[src/slf_pkg.sv]
// Constants for the lock/align mask and input-format lookup register slice
// How it works
// - Mask bits 7..4 drop PLL d, c, b, a lock from the lock summary.
// - Mask bits 3..0 drop frame pulse d, c, b, a alignment from align summary.
// - Auto detect on: host writes to input format ignored, detector loads it.
// - Auto detect off: host writes input format over the management port.
// - Every detector or host format code update reloads first-level and both second-level table outputs.
// - Host write to any table output register forces format code to 62 unless a detector update lands in the same cycle.
// - Input format register resets to zero.
// - Output format write refreshes that PLL rate code; custom change sets 14.
package slf_pkg;
   // Register offsets
   localparam logic [7:0] OFS_PLL_B_FMT   = 8'h07;
   localparam logic [7:0] OFS_PLL_C_FMT   = 8'h08;
   localparam logic [7:0] OFS_MASK        = 8'h1D;
   localparam logic [7:0] OFS_RSVD_A      = 8'h1E;
   localparam logic [7:0] OFS_RSVD_B      = 8'h1F;
   localparam logic [7:0] OFS_IN_FMT      = 8'h20;
   localparam logic [7:0] OFS_PLL_B_RATE  = 8'h22;
   localparam logic [7:0] OFS_PLL_C_RATE  = 8'h23;
   localparam logic [7:0] OFS_TBL_FIRST   = 8'h28;
   localparam logic [7:0] OFS_TBL_SEC_B   = 8'h29;
   localparam logic [7:0] OFS_TBL_SEC_C   = 8'h2A;
   // Field positions of the mask register
   localparam int         MASK_LOCK_LSB   = 4;
   localparam int         MASK_ALIGN_LSB  = 0;
   // Field widths
   localparam int         FMT_W           = 6;
   localparam int         RATE_W          = 4;
   // Reset and marker values
   localparam logic [5:0] FMT_RESET       = 6'h00;
   localparam logic [5:0] FMT_CUSTOM      = 6'h3E;
   localparam logic [3:0] RATE_CUSTOM     = 4'hE;
   localparam logic [3:0] RATE_B_RESET    = 4'h5;
   localparam logic [3:0] RATE_C_RESET    = 4'h6;
   localparam logic [7:0] MASK_RESET      = 8'h00;
   localparam logic [7:0] OUT_FMT_RESET   = 8'h00;
   localparam logic [7:0] TBL_RESET       = 8'h00;
endpackage

[src/slf_status_format.sv]
// Mask, summary status and input-format register slice with table reload
`timescale 1ns/1ps
module slf_status_format
   import slf_pkg::*;
#(
   parameter int NPLL = 4                        // PLLs and frame pulses watched
) (
   input  wire logic              clk_sys,       // System clock, 100 MHz
   input  wire logic              sys_rst,       // Async reset, active high
   input  wire logic [7:0]        reg_addr,      // Register offset from serial port engine
   input  wire logic [7:0]        reg_wdata,     // Write byte
   input  wire logic              reg_wr,        // One-cycle write strobe
   input  wire logic              reg_rd,        // One-cycle read strobe
   output logic      [7:0]        reg_rdata,     // Read byte, valid with reg_rvalid
   output logic                   reg_rvalid,    // One-cycle read answer
   input  wire logic [NPLL-1:0]   pll_lock,      // Per-PLL lock pins, a in bit 0
   input  wire logic [NPLL-1:0]   frame_align,   // Per frame_start_pulse align pins
   input  wire logic              auto_format_detect_on, // Auto detect enable level
   input  wire logic              det_valid,     // Detector update strobe
   input  wire logic [FMT_W-1:0]  det_code,      // Detected format code
   input  wire logic [7:0]        tbl_first_in,  // Lookup ROM: first_level_table value
   input  wire logic [7:0]        tbl_sec_b_in,  // Lookup ROM: second_level_table_b value
   input  wire logic [7:0]        tbl_sec_c_in,  // Lookup ROM: second_level_table_c value
   input  wire logic [RATE_W-1:0] pll_b_rate_in, // Rate ROM for pll_b_output_format
   input  wire logic [RATE_W-1:0] pll_c_rate_in, // Rate ROM for pll_c_output_format
   output logic                   lock_status,   // Global lock summary
   output logic                   align_status,  // Global align summary
   output logic      [FMT_W-1:0]  format_code,   // Input format code, indexes lookup ROM
   output logic      [7:0]        first_level_table,    // Table output register
   output logic      [7:0]        second_level_table_b, // Table output register
   output logic      [7:0]        second_level_table_c, // Table output register
   output logic      [7:0]        pll_b_output_format,  // Indexes rate ROM b
   output logic      [7:0]        pll_c_output_format,  // Indexes rate ROM c
   output logic      [RATE_W-1:0] pll_b_rate,    // PLL b frame-rate code
   output logic      [RATE_W-1:0] pll_c_rate     // PLL c frame-rate code
);
   localparam int SW = 2 * NPLL + 1;

   logic [7:0]    lock_align_mask;
   logic [SW-1:0] sy1, sy2, sy3, filt;
   logic [NPLL-1:0] lock_f, align_f;
   logic          auto_f;
   logic          wr_fmt, wr_tbl, wr_fmt_b, wr_fmt_c, wr_rate_b, wr_rate_c;
   logic          auto_upd, host_upd, reload_pend, rate_b_pend, rate_c_pend;
   logic [NPLL-1:0] lock_mask, align_mask;

   function automatic logic hit(input logic [7:0] a, input logic [7:0] ofs);
      return a == ofs;
   endfunction

   // Pins pass three flops; a change counts once the second and third agree
   always_ff @(posedge clk_sys or posedge sys_rst) begin
      if (sys_rst) begin
         sy1  <= '0;
         sy2  <= '0;
         sy3  <= '0;
         filt <= '0;
      end else begin
         sy1  <= {auto_format_detect_on, frame_align, pll_lock};
         sy2  <= sy1;
         sy3  <= sy2;
         filt <= (filt & (sy2 ^ sy3)) | (sy3 & ~(sy2 ^ sy3));
      end
   end
   assign lock_f  = filt[NPLL-1:0];
   assign align_f = filt[2*NPLL-1:NPLL];
   assign auto_f  = filt[SW-1];

   // Write decode
   assign wr_fmt    = reg_wr && hit(reg_addr, OFS_IN_FMT);
   assign wr_tbl    = reg_wr && (hit(reg_addr, OFS_TBL_FIRST) || hit(reg_addr, OFS_TBL_SEC_B)
                                 || hit(reg_addr, OFS_TBL_SEC_C));
   assign wr_fmt_b  = reg_wr && hit(reg_addr, OFS_PLL_B_FMT);
   assign wr_fmt_c  = reg_wr && hit(reg_addr, OFS_PLL_C_FMT);
   assign wr_rate_b = reg_wr && hit(reg_addr, OFS_PLL_B_RATE);
   assign wr_rate_c = reg_wr && hit(reg_addr, OFS_PLL_C_RATE);
   assign auto_upd  = auto_f && det_valid;
   assign host_upd  = !auto_f && wr_fmt;

   // Mask register, plain read/write
   always_ff @(posedge clk_sys or posedge sys_rst) begin
      if (sys_rst)
         lock_align_mask <= MASK_RESET;
      else if (reg_wr && hit(reg_addr, OFS_MASK))
         lock_align_mask <= reg_wdata;
   end
   assign lock_mask  = lock_align_mask[MASK_LOCK_LSB +: NPLL];
   assign align_mask = lock_align_mask[MASK_ALIGN_LSB +: NPLL];

   // Summaries: a masked source counts as good
   always_ff @(posedge clk_sys or posedge sys_rst) begin
      if (sys_rst) begin
         lock_status  <= 1'b0;
         align_status <= 1'b0;
      end else begin
         lock_status  <= &(lock_f | lock_mask);
         align_status <= &(align_f | align_mask);
      end
   end

   // Format code: detector beats host, a real update beats the custom marker
   always_ff @(posedge clk_sys or posedge sys_rst) begin
      if (sys_rst)
         format_code <= FMT_RESET;
      else if (auto_upd)
         format_code <= det_code;
      else if (host_upd)
         format_code <= reg_wdata[FMT_W-1:0];
      else if (wr_tbl)
         format_code <= FMT_CUSTOM;
   end

   // Reload is one cycle late so the lookup ROM sees the new code first
   always_ff @(posedge clk_sys or posedge sys_rst) begin
      if (sys_rst)
         reload_pend <= 1'b0;
      else
         reload_pend <= auto_upd || host_upd;
   end

   // Table output registers; a host write in the reload cycle is overrun by the reload
   always_ff @(posedge clk_sys or posedge sys_rst) begin
      if (sys_rst) begin
         first_level_table    <= TBL_RESET;
         second_level_table_b <= TBL_RESET;
         second_level_table_c <= TBL_RESET;
      end else if (reload_pend) begin
         first_level_table    <= tbl_first_in;
         second_level_table_b <= tbl_sec_b_in;
         second_level_table_c <= tbl_sec_c_in;
      end else if (reg_wr) begin
         if (hit(reg_addr, OFS_TBL_FIRST))
            first_level_table <= reg_wdata;
         if (hit(reg_addr, OFS_TBL_SEC_B))
            second_level_table_b <= reg_wdata;
         if (hit(reg_addr, OFS_TBL_SEC_C))
            second_level_table_c <= reg_wdata;
      end
   end

   // Per-PLL output format registers
   always_ff @(posedge clk_sys or posedge sys_rst) begin
      if (sys_rst) begin
         pll_b_output_format <= OUT_FMT_RESET;
         pll_c_output_format <= OUT_FMT_RESET;
         rate_b_pend         <= 1'b0;
         rate_c_pend         <= 1'b0;
      end else begin
         if (wr_fmt_b)
            pll_b_output_format <= reg_wdata;
         if (wr_fmt_c)
            pll_c_output_format <= reg_wdata;
         rate_b_pend <= wr_fmt_b;
         rate_c_pend <= wr_fmt_c;
      end
   end

   // Rate codes: a direct write is a custom change and reads back as the marker
   always_ff @(posedge clk_sys or posedge sys_rst) begin
      if (sys_rst) begin
         pll_b_rate <= RATE_B_RESET;
         pll_c_rate <= RATE_C_RESET;
      end else begin
         if (wr_rate_b)
            pll_b_rate <= RATE_CUSTOM;
         else if (rate_b_pend)
            pll_b_rate <= pll_b_rate_in;
         if (wr_rate_c)
            pll_c_rate <= RATE_CUSTOM;
         else if (rate_c_pend)
            pll_c_rate <= pll_c_rate_in;
      end
   end

   // Read mux; reserved and unmapped offsets read as zero
   always_ff @(posedge clk_sys or posedge sys_rst) begin
      if (sys_rst) begin
         reg_rdata  <= 8'h00;
         reg_rvalid <= 1'b0;
      end else begin
         reg_rvalid <= reg_rd;
         if (reg_rd) begin
            case (reg_addr)
               OFS_MASK:       reg_rdata <= lock_align_mask;
               OFS_IN_FMT:     reg_rdata <= {2'h0, format_code};
               OFS_TBL_FIRST:  reg_rdata <= first_level_table;
               OFS_TBL_SEC_B:  reg_rdata <= second_level_table_b;
               OFS_TBL_SEC_C:  reg_rdata <= second_level_table_c;
               OFS_PLL_B_FMT:  reg_rdata <= pll_b_output_format;
               OFS_PLL_C_FMT:  reg_rdata <= pll_c_output_format;
               OFS_PLL_B_RATE: reg_rdata <= {4'h0, pll_b_rate};
               OFS_PLL_C_RATE: reg_rdata <= {4'h0, pll_c_rate};
               default:        reg_rdata <= 8'h00;
            endcase
         end
      end
   end

   // Checks
   lock_on_a: assert property (@(posedge clk_sys) disable iff (sys_rst)
      (&(lock_f | lock_mask)) |=> lock_status)
      else $error("lock summary low with all unmasked PLLs locked");
   lock_off_a: assert property (@(posedge clk_sys) disable iff (sys_rst)
      !(&(lock_f | lock_mask)) |=> !lock_status)
      else $error("lock summary high with an unmasked PLL unlocked");
   align_sum_a: assert property (@(posedge clk_sys) disable iff (sys_rst)
      ##1 align_status == $past(&(align_f | align_mask)))
      else $error("align summary does not follow masked align inputs");
   auto_only_a: assert property (@(posedge clk_sys) disable iff (sys_rst)
      (auto_f && !det_valid && wr_fmt) |=> $stable(format_code))
      else $error("host changed format code while auto detect on");
   auto_load_a: assert property (@(posedge clk_sys) disable iff (sys_rst)
      auto_upd |=> format_code == $past(det_code))
      else $error("detected code not loaded");
   host_load_a: assert property (@(posedge clk_sys) disable iff (sys_rst)
      (host_upd && !det_valid) |=> format_code == $past(reg_wdata[FMT_W-1:0]))
      else $error("host format write not taken");
   tbl_reload_a: assert property (@(posedge clk_sys) disable iff (sys_rst)
      (auto_upd || host_upd) |-> ##2 first_level_table == $past(tbl_first_in)
         && second_level_table_c == $past(tbl_sec_c_in))
      else $error("tables not reloaded after format update");
   custom_fmt_a: assert property (@(posedge clk_sys) disable iff (sys_rst)
      (wr_tbl && !auto_upd && !host_upd) |=> format_code == FMT_CUSTOM)
      else $error("table write did not mark format custom");
   fmt_reset_a: assert property (@(posedge clk_sys)
      sys_rst |-> format_code == FMT_RESET)
      else $error("format code not zero in reset");
   rate_fresh_a: assert property (@(posedge clk_sys) disable iff (sys_rst)
      (wr_fmt_b ##1 !wr_rate_b) |=> pll_b_rate == $past(pll_b_rate_in))
      else $error("pll b rate not refreshed after format write");
   rate_mark_a: assert property (@(posedge clk_sys) disable iff (sys_rst)
      wr_rate_c |=> pll_c_rate == RATE_CUSTOM)
      else $error("pll c rate not marked custom");

   auto_cov_c:   cover property (@(posedge clk_sys) disable iff (sys_rst) auto_upd ##2 1'b1);
   custom_cov_c: cover property (@(posedge clk_sys) disable iff (sys_rst) host_upd ##[1:4] wr_tbl);
   mask_cov_c:   cover property (@(posedge clk_sys) disable iff (sys_rst)
      lock_status && !(&lock_f));
endmodule

[config.mk]
export PLATFORM = sky130hd
export DESIGN_NAME = slf_status_format
export DESIGN_NICKNAME = d
export VERILOG_FILES = /design/src/slf_pkg.sv /design/src/slf_status_format.sv
export SDC_FILE = /design/constraint.sdc
export NUM_CORES = 1
export LEC_CHECK = 0
export ABC_AREA = 0
export BUFFER_PORTS_ARGS = -buffer_cell sky130_fd_sc_hd__buf_2
export CAP_MARGIN = 0
export CORE_ASPECT_RATIO = 0.75
export CORE_MARGIN = 1.5
export CORE_UTILIZATION = 50
export CTS_CLUSTER_DIAMETER = 40
export DETAILED_ROUTE_END_ITERATION = 7
export GPL_TIMING_DRIVEN = 0
export PLACE_DENSITY = 0.74
export SETUP_SLACK_MARGIN = 0.02
export SLEW_MARGIN = 20
export SYNTH_ARGS = -nofsm -noshare
export SYNTH_HDL_FRONTEND = slang
export SYNTH_SLANG_ARGS = --single-unit
[constraint.sdc]
create_clock -name clk_sys -period 5.8 [get_ports clk_sys]
set_clock_uncertainty 0.1 [all_clocks]
set_input_delay 0.87 -clock clk_sys [delete_from_list [all_inputs] [get_ports clk_sys]]
set_output_delay 0.87 -clock clk_sys [all_outputs]
set_load 0.01 [all_outputs]
## Yosys cells after proc, flatten, opt, wreduce, memory -nomap -nowiden

Cells that the tools add are included.

- Equal/unequal tests: 9
- Muxes and demuxes: 17
- Reductions and logical operators: 25
- Bitwise logic cells: 7

Operators with widths:

| kind | number |
|---|---|
| 8-bit two-way mux | 9 |
| 8-bit one-hot mux with 9 select lines | 1 |
| 8-bit by 6-bit == test with 1-bit output, second input constant | 6 |
| 9-bit bitwise AND | 2 |
| 6-bit two-way mux | 3 |
| 4-bit two-way mux | 4 |
| 2-bit nonzero test | 6 |
| 1-bit logical AND | 9 |
| 9-bit inverter | 1 |
| 9-bit OR | 1 |
| 9-bit XOR | 1 |
| 8-bit by 3-bit == test with 1-bit output, second input constant | 1 |
| 8-bit by 4-bit == test with 1-bit output, second input constant | 1 |
| 8-bit by 5-bit == test with 1-bit output, second input constant | 1 |
| 4-bit OR | 2 |
| 4-bit AND reduction | 2 |
| 2-bit AND reduction | 3 |
| 1-bit logical OR | 3 |
| 3-bit nonzero test | 1 |
| 1-bit zero test | 1 |

- Output and inout port bits: 65
- Bits of input ports: 68
- Flip-flop bits (word level): 112

## Longest topological paths before layout

Gate-level depths: netlist of run 1.

- Word-level depth: 7
- Mapped depth: 6
- Depth with buffers taken out: 4

## Worst setup path before layout of run 1

Ideal clock, no wire load.

- Kind: input port to flip-flop
- Start point: input reg_addr[1]
- End point: register reg_rdata[0]
- Data arrival time: 2,317 ps
- Cell stages on the path: 6
- Library setup time: 160 ps
- Slack: 3,223 ps
- Required time: 5,540 ps
- Cells stage by stage: clkbuf_1 > and2_1 > and4_1 > buf_2 > o41ai_2 > a22oi_1

- Longest elaborated chain between the ends: 2
- Elaborated cells on any way between the ends: 10
- Those cells by class: 9 x eq/ne; 1 x mux

RTL lines:

| element | RTL line | source |
|---|---|---|
| from (decl) | slf_status_format.sv:10 | `input wire logic [7:0] reg_addr,` |
| 8-bit by 6-bit == test with 1-bit output, or another cell as far along | slf_status_format.sv:183 | `case (reg_addr)` |
| 8-bit one-hot mux with 9 select lines (*) | slf_status_format.sv:183 |  |
| to (signal assigned) | slf_status_format.sv:184 | `OFS_MASK: reg_rdata <= lock_align_mask;` |
| to (signal assigned) | slf_status_format.sv:185 | `OFS_IN_FMT: reg_rdata <= {2'h0, format_code};` |
| to (signal assigned) | slf_status_format.sv:186 | `OFS_TBL_FIRST: reg_rdata <= first_level_table;` |
| to (decl) | slf_status_format.sv:14 | `output logic [7:0] reg_rdata,` |

Every way passes the cells marked *; elsewhere a longest branch is shown, timed or not.
A chain may end at the register's enable or synchronous reset.

## Worst setup path after layout of run 1

Ends and elaborated chain as after synthesis.

==> results of run 1 <==
-- registers in the layout (all words and copies together), names as in the netlist, 4 cells and up, named ones only --
name,count
first_level_table,8
format_code,6
lock_align_mask,8
pll_b_output_format,8
pll_b_rate,4
pll_c_output_format,8
pll_c_rate,4
reg_rdata,8
second_level_table_b,8
second_level_table_c,8
sy1,9
sy2,9
sy3,9
-- layer usage --
metal	GRT usage, %	vias up	part of all wire [%]
met2	39.1	198	42
met3	6.23	18	8.6
met1	44.0	1918	48
met5	0	-	0
met4	8.54	0	1.5
li1	-	1764	-
-- power by group --
group          switching [mW]  total [mW]  internal [mW]
clock                   0.279       0.614          0.336
combinational           0.144       0.250          0.106
sequential             0.0641       0.915          0.851
-- cells in the final DEF, fill, tap and decap left out, drive strengths merged, types with 2 or more instances in the layout --
cell type / synthesis / routed
a2111oi: 2 / 2
a21oi: 5 / 5
a221oi: 6 / 6
a222oi: 9 / 9
a22o: 4 / 4
a22oi: 4 / 4
a31oi: 3 / 3
a32oi: 6 / 6
and2: 2 / 2
and3: 4 / 4
buf: 7 / 139
clkbuf: 14 / 25
clkinv: 0 / 2
dfrtp: 108 / 108
dfstp: 4 / 4
inv: 7 / 8
maj3: 9 / 9
mux2: 24 / 24
mux2i: 36 / 36
nand2: 44 / 44
nand2b: 3 / 3
nand3: 6 / 6
nand4: 2 / 2
nand4b: 3 / 3
nor2: 15 / 15
nor2b: 3 / 3
nor3: 8 / 8
nor4: 4 / 4
o21ai: 26 / 26
o22ai: 9 / 9
or3b: 5 / 5
or4: 2 / 2
-- cell families after synthesis --
kind of cell	synth area share (%)
buffers and inverters	2.29
AOI/OAI and AO/OA	12.0
muxes	13.1
adders and majority gates	1.88
and+or+nand+nor	12.1
xor gates and xnor gates	0.182
DFF	58.5
-- final cells by class --
type	count	area (um2)
clock inverters	5	56.3
well taps	128	160
fillers	740	3260
clock buffers	11	233
multi-input cells	257	1880
plain buffers	21	83.8
flip-flops and latches	112	2810
inverters	7	31.3
repair buffers	132	683
-- worst register-to-register path, delay by kind of cell, from the launching register on --
kind	cells	cell delay, ns
AO/OA/AOI/OAI	3	1.02
AND/OR/NAND/NOR	1	0.45
flip-flops	1	0.38
-- worst max-delay path by stage --
stage                         end  depth (start not counted)  slack (ns)
floorplan               async pin                          1        1.88
CTS                  reg_rdata[0]                          7        2.98
global placement    pll_b_rate[3]                          2        0.74
finish               reg_rdata[0]                          7        2.96
detailed placement   reg_rdata[0]                          7        2.63
global route         reg_rdata[0]                          7        2.82
-- metrics by stage --
stage,cells,hold WS (ns),utilization [%]
final,673,0.249,64.6
after global routing,673,0.256,64.6
after CTS,673,0.252,64.6
after detailed placement,657,0.236,61.4
after global placement,656,0.233,61.1
after floorplan,397,0.231,-
-- Yosys cell counts (all sizes together), types with 4 or more instances --
master    n
o22ai     9
clkbuf   14
dfrtp   108
nand2    44
o21ai    26
a22oi     4
nand3     6
nor2     15
a21oi     5
a222oi    9
buf       7
mux2i    36
a32oi     6
a22o      4
maj3      9
nor3      8
inv       7
nor4      4
or3b      5
mux2     24
and3      4
dfstp     4
a221oi    6
==> impl_summary.md, run 1 <==
Synthesis
The synthesized netlist occupies a cell area of 4800 um2. The number of synthesis warnings is 0. By area the synthesized netlist is led by sky130_fd_sc_hd__dfrtp_1, sky130_fd_sc_hd__mux2i_1, sky130_fd_sc_hd__mux2_2, sky130_fd_sc_hd__nand2_1, sky130_fd_sc_hd__dfstp_2. The post-synth net total is 465.

The number of distinct library cell variants in the gate-level netlist after synthesis is 52. The number of synthesized register bits is 112. The number of enable flip-flop cells after synthesis is 0. The most used flip-flop cell after synthesis is sky130_fd_sc_hd__dfrtp_1. Sequential cells were found to cover 58.5% of the synthesized design area.

Dividing the synthesized area by the synthesized cell count gives 12.1 um2. Of the post-synthesis cell area, the dominant cell type holds 56.3%. The share of synthesized registers carrying an async set or reset is 100%.

The instance count of the mapped netlist is 397. The leading area contributor after synthesis is sky130_fd_sc_hd__dfrtp_1.

STA
Of the available clock period, the critical path in the final layout requires 48.9%. Once routing completed, OpenROAD measured the worst setup slack at 2.96 ns. The minimum clock period after layout is 2.84 ns. The final total negative setup slack is 0 ns.

Static timing analysis puts the maximum clock frequency at 352 MHz. The number of failing hold endpoints at the final stage came to 0. The measured slew at the worst slew-check pin is 0.853 ns. Headroom to the max-slew limit came out at 42.7%. Setup violations remaining at the end of the flow were counted as 0. The number of slew-limit violations in the final report was 0. Setup repair after global routing left no endpoint under its margin.

Detailed routing
The via density per instance is 5.79. In this run, the number of DRC markers left after iteration 0 of detailed routing was 409. In this run the remaining antenna-violating nets after routing total 0. In the final routed layout, each cell accounts on average for 20.2 um. The final wirelength is 13600 um. The first detailed-routing pass ran for 7 iterations.

Across all layers, the routed design uses 3898 vias. In the routed design, unresolved DRC markers number 0.

Finish
The number of nets in the layout is 608. The area growth from synthesis to layout is 23.7%. With fillers left out, the area of the finished cells amounts to 5940 um2. The share of final-layout standard cells stronger than drive strength 1 is 35.2%. 0 antenna diodes ended up in the layout.

Critical path
The number of buffer and inverter stages on the critical path is 3. The most critical setup path has its startpoint at reg_addr[1]. At the worst endpoint, the arrival time is 2.92 ns. The most common cell type on the critical path is sky130_fd_sc_hd__buf_2. Data on the critical path is required at its endpoint by 5.88 ns.

The worst register-to-register path has a setup slack of 3.78 ns. The largest incremental delay on the critical path is 0.83 ns. In this run the critical register-to-register path is launched from format_code[5]. In this run the critical register-to-register path is captured at reg_rdata[5].

The worst setup path is launched from an input pin. In this design, the largest share of critical-path delay is due to compound AO/OA/AOI/OAI gates. The type of the worst setup path is in -> reg. The slowest stage of the critical path is the sky130_fd_sc_hd__o41ai_2 cell. The signal on the critical path passes through buf_2 > clkbuf_1 > and2_1 > and4_1 > buf_2 > o41ai_2 > a22oi_1. The cell depth of the worst flop-to-flop path is 4. In this run the worst path has a maximum fanout of 10. The sort of element at the end of the critical path is a flop.

Die
The placeable core area is 9200 um2. The die covers 10200 um2. The die boundary width is 116 um. The number of core rows is 30. The die is 87.9 um tall.

The initial standard-cell utilization of the core is 52.2%. For this design the top-level I/O count stands at 133.

Place
The placed instances occupy a cell area of 5650 um2. Prior to clock tree synthesis, the placed netlist has a worst setup slack of 2.63 ns. The placer's final routability congestion estimate is 0.933.

The detailed placer's ending HPWL is 10100 um. The number of input and output port buffers inserted is 131.

Min path
The beginning of the worst hold path is sy1[6]. The worst hold path passes through 0 cells. The type of the tightest min-delay check is reg -> reg. The end of the worst hold path is sy2[6].

Clocking
The clock tree root buffer cell is sky130_fd_sc_hd__clkbuf_16. The post-CTS setup repair buffer count is 0. In this run the number of H-tree levels came out at 3. The tree built by TritonCTS fans out to 112 sinks. In this run, post-CTS repair resized a total of 0 instances. Clock-pin slew was measured on the worst setup and hold paths at 0.07 ns. In this run the deepest clock path goes through 2 buffers.

TritonCTS built the clock tree. Hold repair after CTS inserted 0 buffers. The clock reaches the later pin of the worst-skew pair after 0.35 ns.

In this run, CTS created clock tree buffers numbering 9.

Outcome
The run finished with clean final reports.

Pwr
The worst-case IR drop observed on VDD is 173 uV. The analysis attributes to cell leakage a power of 2.87 nW. Overall power consumption after layout is estimated at 1.78 mW. The power per standard cell area is 300 nW/um2.

GRT
The number of global-route vias before repair is 3724. The total grt overflow is 0. The number of antenna violations at the first check in global routing came to 0. Global routing used 28.2% of the available tracks.

The largest net degree at the start of global routing is 83. The first global-routing pass estimated 20900 um of wire.

Flow run
The number of max-capacitance violations reported is 0.
No activity file was read; power rests on OpenSTA's default activity.
==> run 2, diff against run 1 <==
==> constraint.sdc (replaced) <==
create_clock -name clk_sys -period 2.8 [get_ports clk_sys]
set_clock_uncertainty 0.1 [all_clocks]
set_input_delay 0.42 -clock clk_sys [delete_from_list [all_inputs] [get_ports clk_sys]]
set_output_delay 0.42 -clock clk_sys [all_outputs]
set_load 0.01 [all_outputs]
==> run 2 against run 1 <==
Register-to-register slack worse by 3.1 ns; sequential share of layout area is 0.52 points lower; largest power group unchanged; clock power is 120% higher; combinational power is 110% higher; via count is 1.2% lower.
==> impl_summary.md, run 2 (synthesis gave the netlist of run 1 again) <==
Min path
The worst hold path begins at auto_format_detect_on. The instance count along the most critical hold path was 1 (+1). The path with the worst hold slack has its endpoint at sy1[8]. The type of the tightest min-delay check is in -> reg.

Detailed routing
The count of vias placed by the detailed router is 3850 (-1.2%). The remaining number of nets flagged by the antenna check after routing was 0 (unchanged). The final wirelength is 13800 um (+1.3%).

The length of the first detailed-routing pass in iterations is 5 (-2). The via density per instance is 5.70 (-1.7%). The detailed-route wire length per cell was 20.4 um (+0.89%).

The violation count after the first detailed-routing iteration is 318 (-22%). The number of design rule violations left after detail routing is 0 (unchanged).

Critical path
The critical path in this run is classified as in -> reg. The sort of element at the end of the critical path is a flop. The slowest library cell on the worst path is sky130_fd_sc_hd__o41ai_2. The cell depth of the worst flop-to-flop path is 4 (unchanged). The worst setup path is launched from an input pin. The critical register-to-register path startpoint is format_code[4]. The worst setup slack for register-to-register paths is 0.68 ns (-3.10 ns). The data arrival time of the critical path is 2.52 ns (-0.40 ns).

The most common cell type on the critical path is sky130_fd_sc_hd__buf_2. In this run the critical register-to-register path is captured at reg_rdata[4]. Traced cell by cell, the critical path runs through buf_2 > clkbuf_1 > and2_1 > and4_1 > buf_2 > o41ai_2 > a22oi_1.

In this design, the largest share of critical-path delay is due to compound AO/OA/AOI/OAI gates. The peak fanout along the critical path is 10 (unchanged). The data required time at the worst endpoint is 2.88 ns (-3.00 ns). The number of buffer and inverter stages on the critical path is 3 (unchanged). The largest incremental delay on the critical path came to 0.87 ns (+0.04 ns).

STA
The worst slack on hold paths is 0.0729 ns (-0.176 ns). The number of setup violations in the final report is 0 (unchanged). The final critical path takes up 87.4% of the cycle. The final total negative setup slack is 0 ns (unchanged). The relative slew slack is 39.0% (-3.8 points). The number of slew-limit violations in the final report is 0 (unchanged). For this run, the top clock speed supported by timing is 409 MHz. The measured slew at the worst slew-check pin is 0.906 ns (+0.0529 ns).

Setup repair after global routing left no endpoint under its margin. The number of failing hold endpoints at the final stage is 0 (unchanged). Counting I/O delays and the setup requirement, the final critical path takes 2.45 ns.

GRT
The wire length of the first global-routing pass is 21000 um (+0.49%). The number of global-route vias before repair is 3687 (-0.99%). The largest net degree at the start of global routing came to 36 (-57%). The total grt overflow is 0 (unchanged). The number of antenna violations at the first check in global routing is 0 (unchanged).

The all-layer global routing usage is 28.5% (+0.37 points).

Die
The initial standard-cell utilization of the core is 52.2% (unchanged). The die boundary width came to 116 um (unchanged). The die footprint is 10200 um2 (unchanged). The placeable core area is 9200 um2 (unchanged).

The number of core rows is 30 (unchanged). The number of top-level pins came to 133 (unchanged). The vertical die dimension is 87.9 um (unchanged).

Clocking
The sink count of the clock tree is 112 (unchanged). The maximum root-to-sink buffer count is 2 (unchanged). The latest clock arrival within the worst-skew pair is 0.35 ns (about the same).

The CTS buffer count came to 9 (unchanged). The clock tree root buffer cell is sky130_fd_sc_hd__clkbuf_16. The TritonCTS clock tree is done. The number of H-tree levels was 3 (unchanged). The clock slew at the register clock pins of the worst setup and hold paths is 0.08 ns (about the same). The post-cts resize count is 0 (unchanged).

Pwr
The sequential share of power is 50.7% (-0.7 points). The combinational group share of total power is 13.9% (about the same). The switching power summed over all nets came to 1.04 mW (+110%). The static leakage power is 2.90 nW (+1.0%).

The power per standard cell area was 623 nW/um2 (+110%). The relative contribution of the clock network to total power is 35.4% (+0.9 points). The internal power component was 2.70 mW (+110%). The share of total power consumed by net switching came to 27.9% (+0.54 points).

The worst voltage drop across the vdd grid is 476 uV (+180%).

Finish
The finished layout cell area was 6010 um2 (+1.1%). The largest registers in the layout are sy1 (9), sy2 (9), sy3 (9). The most common cell after layout, fill and taps aside is sky130_fd_sc_hd__buf_2. The number of nets in the layout is 611 (+0.49%).

The number of diodes is 0 (unchanged). The utilization of the core after routing came to 65.3% (+0.72 points). The count of fill cells added during filler insertion is 737 (-0.41%). The library cells used most frequently in the layout, excluding fill and tap cells, are sky130_fd_sc_hd__buf_2, sky130_fd_sc_hd__dfrtp_1, sky130_fd_sc_hd__nand2_1.

The share of final-layout standard cells stronger than drive strength 1 is 35.8% (+0.54 points). The area growth from synthesis to layout is 25.1%.

Place
The placer's final routability congestion estimate is 0.932 (-0.13%). The detailed placer's ending HPWL is 10400 um (+3.1%). The number of input and output port buffers inserted is 131 (unchanged). The standard cell area after detailed placement is 5680 um2 (+0.55%).

Outcome
The run finished with clean final reports.

Flow run
The number of max-capacitance violations reported is 0 (unchanged).
==> run 2: changes by cell type in the layout (fill, tap and decap cells not counted), sizes merged <==
cell         before  now
buf             139  141
clkbuf           25   23
clkinv            2    4
dlygate4sd3       0    1
==> run 2: repair_timing <==
item,4_1_cts,5_1_grt
setup endpoints to repair,0,0
buffers inserted,0,0
endpoints found under the hold margin,13,0
hold buffers,1,0
==> run 2: per-stage QoR <==
step           setup WS, ns  power (mW)  cells
2_1_floorplan         0.673        2.15    397
5_1_grt               0.173        3.89    676
4_1_cts               0.420        3.77    676
3_5_place_dp         0.0467        2.45    659
3_3_place_gp          0.106        2.42    656
6_report              0.353        3.74    676
==> run 2: per-layer routing <==
layer  part of all wire, %  GRT usage [%]  routed length (um)
met1                    46           42.8                6360
met2                    43           40.7                5960
met3                   8.5           6.51                1170
met4                   2.3           10.2                 320
met5                     0              0                   0
==> run 2: how the worst max path moves through the flow <==
stage	start	slack [ns]	end	cells after the start
global placement	reg_addr[1]	0.11	reg_rdata[0]	7
detailed placement	reg_addr[1]	0.05	reg_rdata[6]	7
finish	reg_addr[1]	0.35	reg_rdata[0]	7
floorplan	reg_addr[1]	0.67	reg_rdata[0]	6
global route	reg_addr[1]	0.17	reg_rdata[0]	7
CTS	reg_addr[1]	0.42	reg_rdata[0]	7
==> run 2: final cells by class <==
class	instances	area, um2	area share [%]
Sequential cell	112	2810	46.7
Multi-Input combinational cell	257	1880	31.4
Timing Repair Buffer	135	726	12.1
Clock buffer	9	225	3.75
Tap cell	128	160	2.67
Clock inverter	7	88.8	1.48
Buffer	21	83.8	1.40
Inverter	7	30.0	0.500
==> run 2: power by group through the flow <==
stage | logic [mW] | clock network (mW) | registers, mW
global placement | 0.503 | 0 | 1.92
floorplan | 0.221 | 0 | 1.93
finish | 0.522 | 1.33 | 1.90
CTS | 0.526 | 1.35 | 1.89
detailed placement | 0.523 | 0 | 1.92
global route | 0.572 | 1.41 | 1.91
==> run 3, diff against run 2 <==
--- a/config.mk
+++ b/config.mk
@@ -6,7 +6,7 @@
 export NUM_CORES = 1
 export LEC_CHECK = 0
 export ABC_AREA = 0
-export BUFFER_PORTS_ARGS = -buffer_cell sky130_fd_sc_hd__buf_2
+export BUFFER_PORTS_ARGS = -buffer_cell sky130_fd_sc_hd__buf_4
 export CAP_MARGIN = 0
 export CORE_ASPECT_RATIO = 0.75
 export CORE_MARGIN = 1.5
==> run 3 against run 2 <==
Combinational power is 17% higher; maximum frequency is 3.1% higher; worst hold slack better by 0.0041 ns; via count is 2.2% higher; total power is 0.27% lower; final area is 5.4% higher; global-route usage is 0.11 points lower; register-to-register slack better by 0.12 ns; cell count is 0.15% higher; critical path depth stayed put; critical endpoint unchanged; highest routed layer unchanged.
==> impl_summary.md, run 3 (synthesis gave the netlist of run 1 again) <==
Place
The number of input and output port buffers inserted was 131 (unchanged). The worst setup slack after placement is 0.108 ns (+0.0616 ns). The standard cell area after detailed placement is 6040 um2 (+6.3%). The placer's final routability congestion estimate is 0.933 (+0.11%). The cell count after placement is 660 (+0.15%). The detailed placer's ending HPWL is 10600 um (+2.1%).

Pwr
The switching power summed over all nets is 1.02 mW (-2.2%). The power per standard cell area is 590 nW/um2 (-5.4%). The combinational group share of total power is 16.4% (+2.5 points).

The sequential share of power was 51.0% (+0.3 points). The share of total power consumed by net switching is 27.4% (-0.53 points). The internal power component is 2.71 mW (+0.47%).

The static leakage power is 2.97 nW (+2.3%). The relative contribution of the clock network to total power was 32.7% (-2.7 points). The worst voltage drop across the vdd grid is 539 uV (+13%). The total chip power is 3.73 mW (-0.27%).

Outcome
The flow ran to the end, and the final reports show no timing, DRC or antenna violations.

Die
The die boundary width is 116 um (unchanged). The die footprint came to 10200 um2 (unchanged). The number of top-level pins is 133 (unchanged). The number of core rows is 30 (unchanged). The initial standard-cell utilization of the core is 52.2% (unchanged). The vertical die dimension came to 87.9 um (unchanged). The placeable core area is 9200 um2 (unchanged).

Min path
The instance count along the most critical hold path was 1 (unchanged). The path with the worst hold slack has its endpoint at sy1[8]. The type of the tightest min-delay check is in -> reg. The beginning of the worst hold path is auto_format_detect_on.

STA
The number of slew-limit violations in the final report is 0 (unchanged). The minimum clock period after layout is 2.37 ns (-0.0726 ns). The measured slew at the worst slew-check pin was 0.879 ns (-0.0268 ns). Setup repair after global routing left no endpoint under its margin. The number of failing hold endpoints at the final stage is 0 (unchanged). The maximum achievable frequency was 421 MHz (+3.1%). The relative slew slack is 41.0% (+2.0 points). The number of setup violations in the final report is 0 (unchanged). The setup slack of the critical path after layout is 0.426 ns (+0.0726 ns). The final cycle utilization of the critical path is 84.8% (-2.6 points). The final total negative setup slack is 0 ns (unchanged).

Detailed routing
The remaining number of nets flagged by the antenna check after routing is 0 (unchanged). The count of vias placed by the detailed router is 3935 (+2.2%). The via density per instance is 5.81 (+2.1%). The length of the first detailed-routing pass in iterations was 5 (unchanged). The number of design rule violations left after detail routing is 0 (unchanged). The final wirelength came to 14000 um (+1.1%). The detailed-route wire length per cell came to 20.6 um (+0.93%). The violation count after the first detailed-routing iteration is 321 (+0.94%).

Critical path
In this run the critical register-to-register path is launched from format_code[5]. The data required time at the worst endpoint is 2.88 ns (about the same). The worst register-to-register path ends at reg_rdata[5]. The peak fanout along the critical path is 10 (unchanged). The slowest library cell on the worst path is sky130_fd_sc_hd__o41ai_2. The sort of element at the start of the critical path is an input pin. The sort of element at the end of the critical path is a flop. The type of the worst setup path is in -> reg.

The largest incremental delay on the critical path is 0.82 ns (-0.05 ns). The worst setup slack for register-to-register paths is 0.80 ns (+0.12 ns). The cell depth of the worst flop-to-flop path came to 4 (unchanged).

The data arrival time of the critical path is 2.45 ns (-0.07 ns). The signal on the critical path passes through buf_4 > clkbuf_1 > and2_1 > and4_1 > buf_2 > o41ai_2 > a22oi_1.

Flow run
The number of max-capacitance violations reported is 0 (unchanged).

Finish
Leaving out fill and tap cells, the most frequent cells in the layout are sky130_fd_sc_hd__buf_4, sky130_fd_sc_hd__dfrtp_1, sky130_fd_sc_hd__nand2_1. The most common cell after layout, fill and taps aside is sky130_fd_sc_hd__buf_4. The finished layout cell area is 6330 um2 (+5.4%).

The number of diodes was 0 (unchanged). The number of nets in the layout is 612 (+0.16%). Compared with the post-synthesis result, the final layout area differs by 31.8%. The count of fill cells added during filler insertion was 724 (-1.8%). The share of final-layout standard cells stronger than drive strength 1 was 35.5% (-0.25 points). The final non-filler cell total is 677 (+0.15%). The largest registers in the layout are sy1 (9), sy2 (9), sy3 (9).

Clocking
The CTS buffer count was 9 (unchanged). The clock tree root buffer cell is sky130_fd_sc_hd__clkbuf_16. The post-CTS setup repair buffer count is 0 (unchanged). The maximum root-to-sink buffer count is 2 (unchanged). The number of H-tree levels is 3 (unchanged). The sink count of the clock tree is 112 (unchanged). The clock slew at the register clock pins of the worst setup and hold paths came to 0.07 ns (about the same). The post-cts resize count was 0 (unchanged). The latest clock arrival within the worst-skew pair is 0.35 ns (about the same). TritonCTS built the clock tree.

GRT
The number of global-route vias before repair is 3838 (+4.1%). The wire length of the first global-routing pass was 21100 um (+0.79%). The number of antenna violations at the first check in global routing is 0 (unchanged). The largest net degree at the start of global routing came to 30 (-17%). The total grt overflow is 0 (unchanged). The all-layer global routing usage was 28.4% (-0.11 points).
## run 3: cell count changes in the layout (fill, tap and decap cells not counted), sizes merged
cell and delta:
buf +1, bufinv -1, clkbuf +3, clkinv -4, clkinvlp +2
## run 3: layout make-up
| class | count | area [um2] | share of cell area (%) |
|---|---|---|---|
| tap | 128 | 160 | 2.53 |
| timing repair buffer | 136 | 1080 | 17.1 |
| clock buffer | 12 | 246 | 3.89 |
| buffer | 21 | 83.8 | 1.32 |
| multi-input combinational | 257 | 1880 | 29.8 |
| clock inverter | 4 | 37.5 | 0.593 |
| inverter | 7 | 30.0 | 0.474 |
| sequential | 112 | 2810 | 44.3 |
## run 3: critical path: cells and delay by family
family                 cells  cell delay [ns]
AOI/OAI and AO/OA          2             1.02
buffers and inverters      3             0.52
and+or+nand+nor            2             0.49
## run 3: per-stage QoR
stage	hold slack (ns)	utilization, %
floorplan	0.231	-
global placement	0.233	64.7
detailed placement	0.235	65.6
CTS	0.0655	68.8
global route	0.0658	68.8
finish	0.0770	68.8
## run 3: power groups by stage
stage          combinational (mW)  clock, mW  sequential, mW
2_1_floorplan               0.221          0            1.93
3_3_place_gp                0.580          0            1.93
3_5_place_dp                0.610          0            1.93
4_1_cts                     0.613       1.25            1.90
5_1_grt                     0.661       1.29            1.92
6_report                    0.611       1.22            1.90
## run 3: what timing repair did
item | CTS | global route
hold buffers | 1 | 0
hold endpoints to repair | 9 | 0
endpoints found under the setup margin | 0 | 0
## run 3: per-layer routing
metal / wire [um] / vias up / track usage (%)
met5: 0 / - / 0
met2: 6130 / 188 / 40.5
li1: - / 1767 / -
met4: 281 / 0 / 8.98
met1: 6310 / 1957 / 42.3
met3: 1230 / 23 / 7.82
## run 3: worst max-delay path by stage
| stage | cells after the start | start | to |
|---|---|---|---|
| 2_1_floorplan | 6 | reg_addr[1] | reg_rdata[0] |
| 3_3_place_gp | 7 | reg_addr[1] | reg_rdata[0] |
| 3_5_place_dp | 7 | reg_addr[1] | reg_rdata[0] |
| 4_1_cts | 7 | reg_addr[1] | reg_rdata[6] |
| 5_1_grt | 7 | reg_addr[1] | reg_rdata[0] |
| 6_report | 7 | reg_addr[1] | reg_rdata[0] |
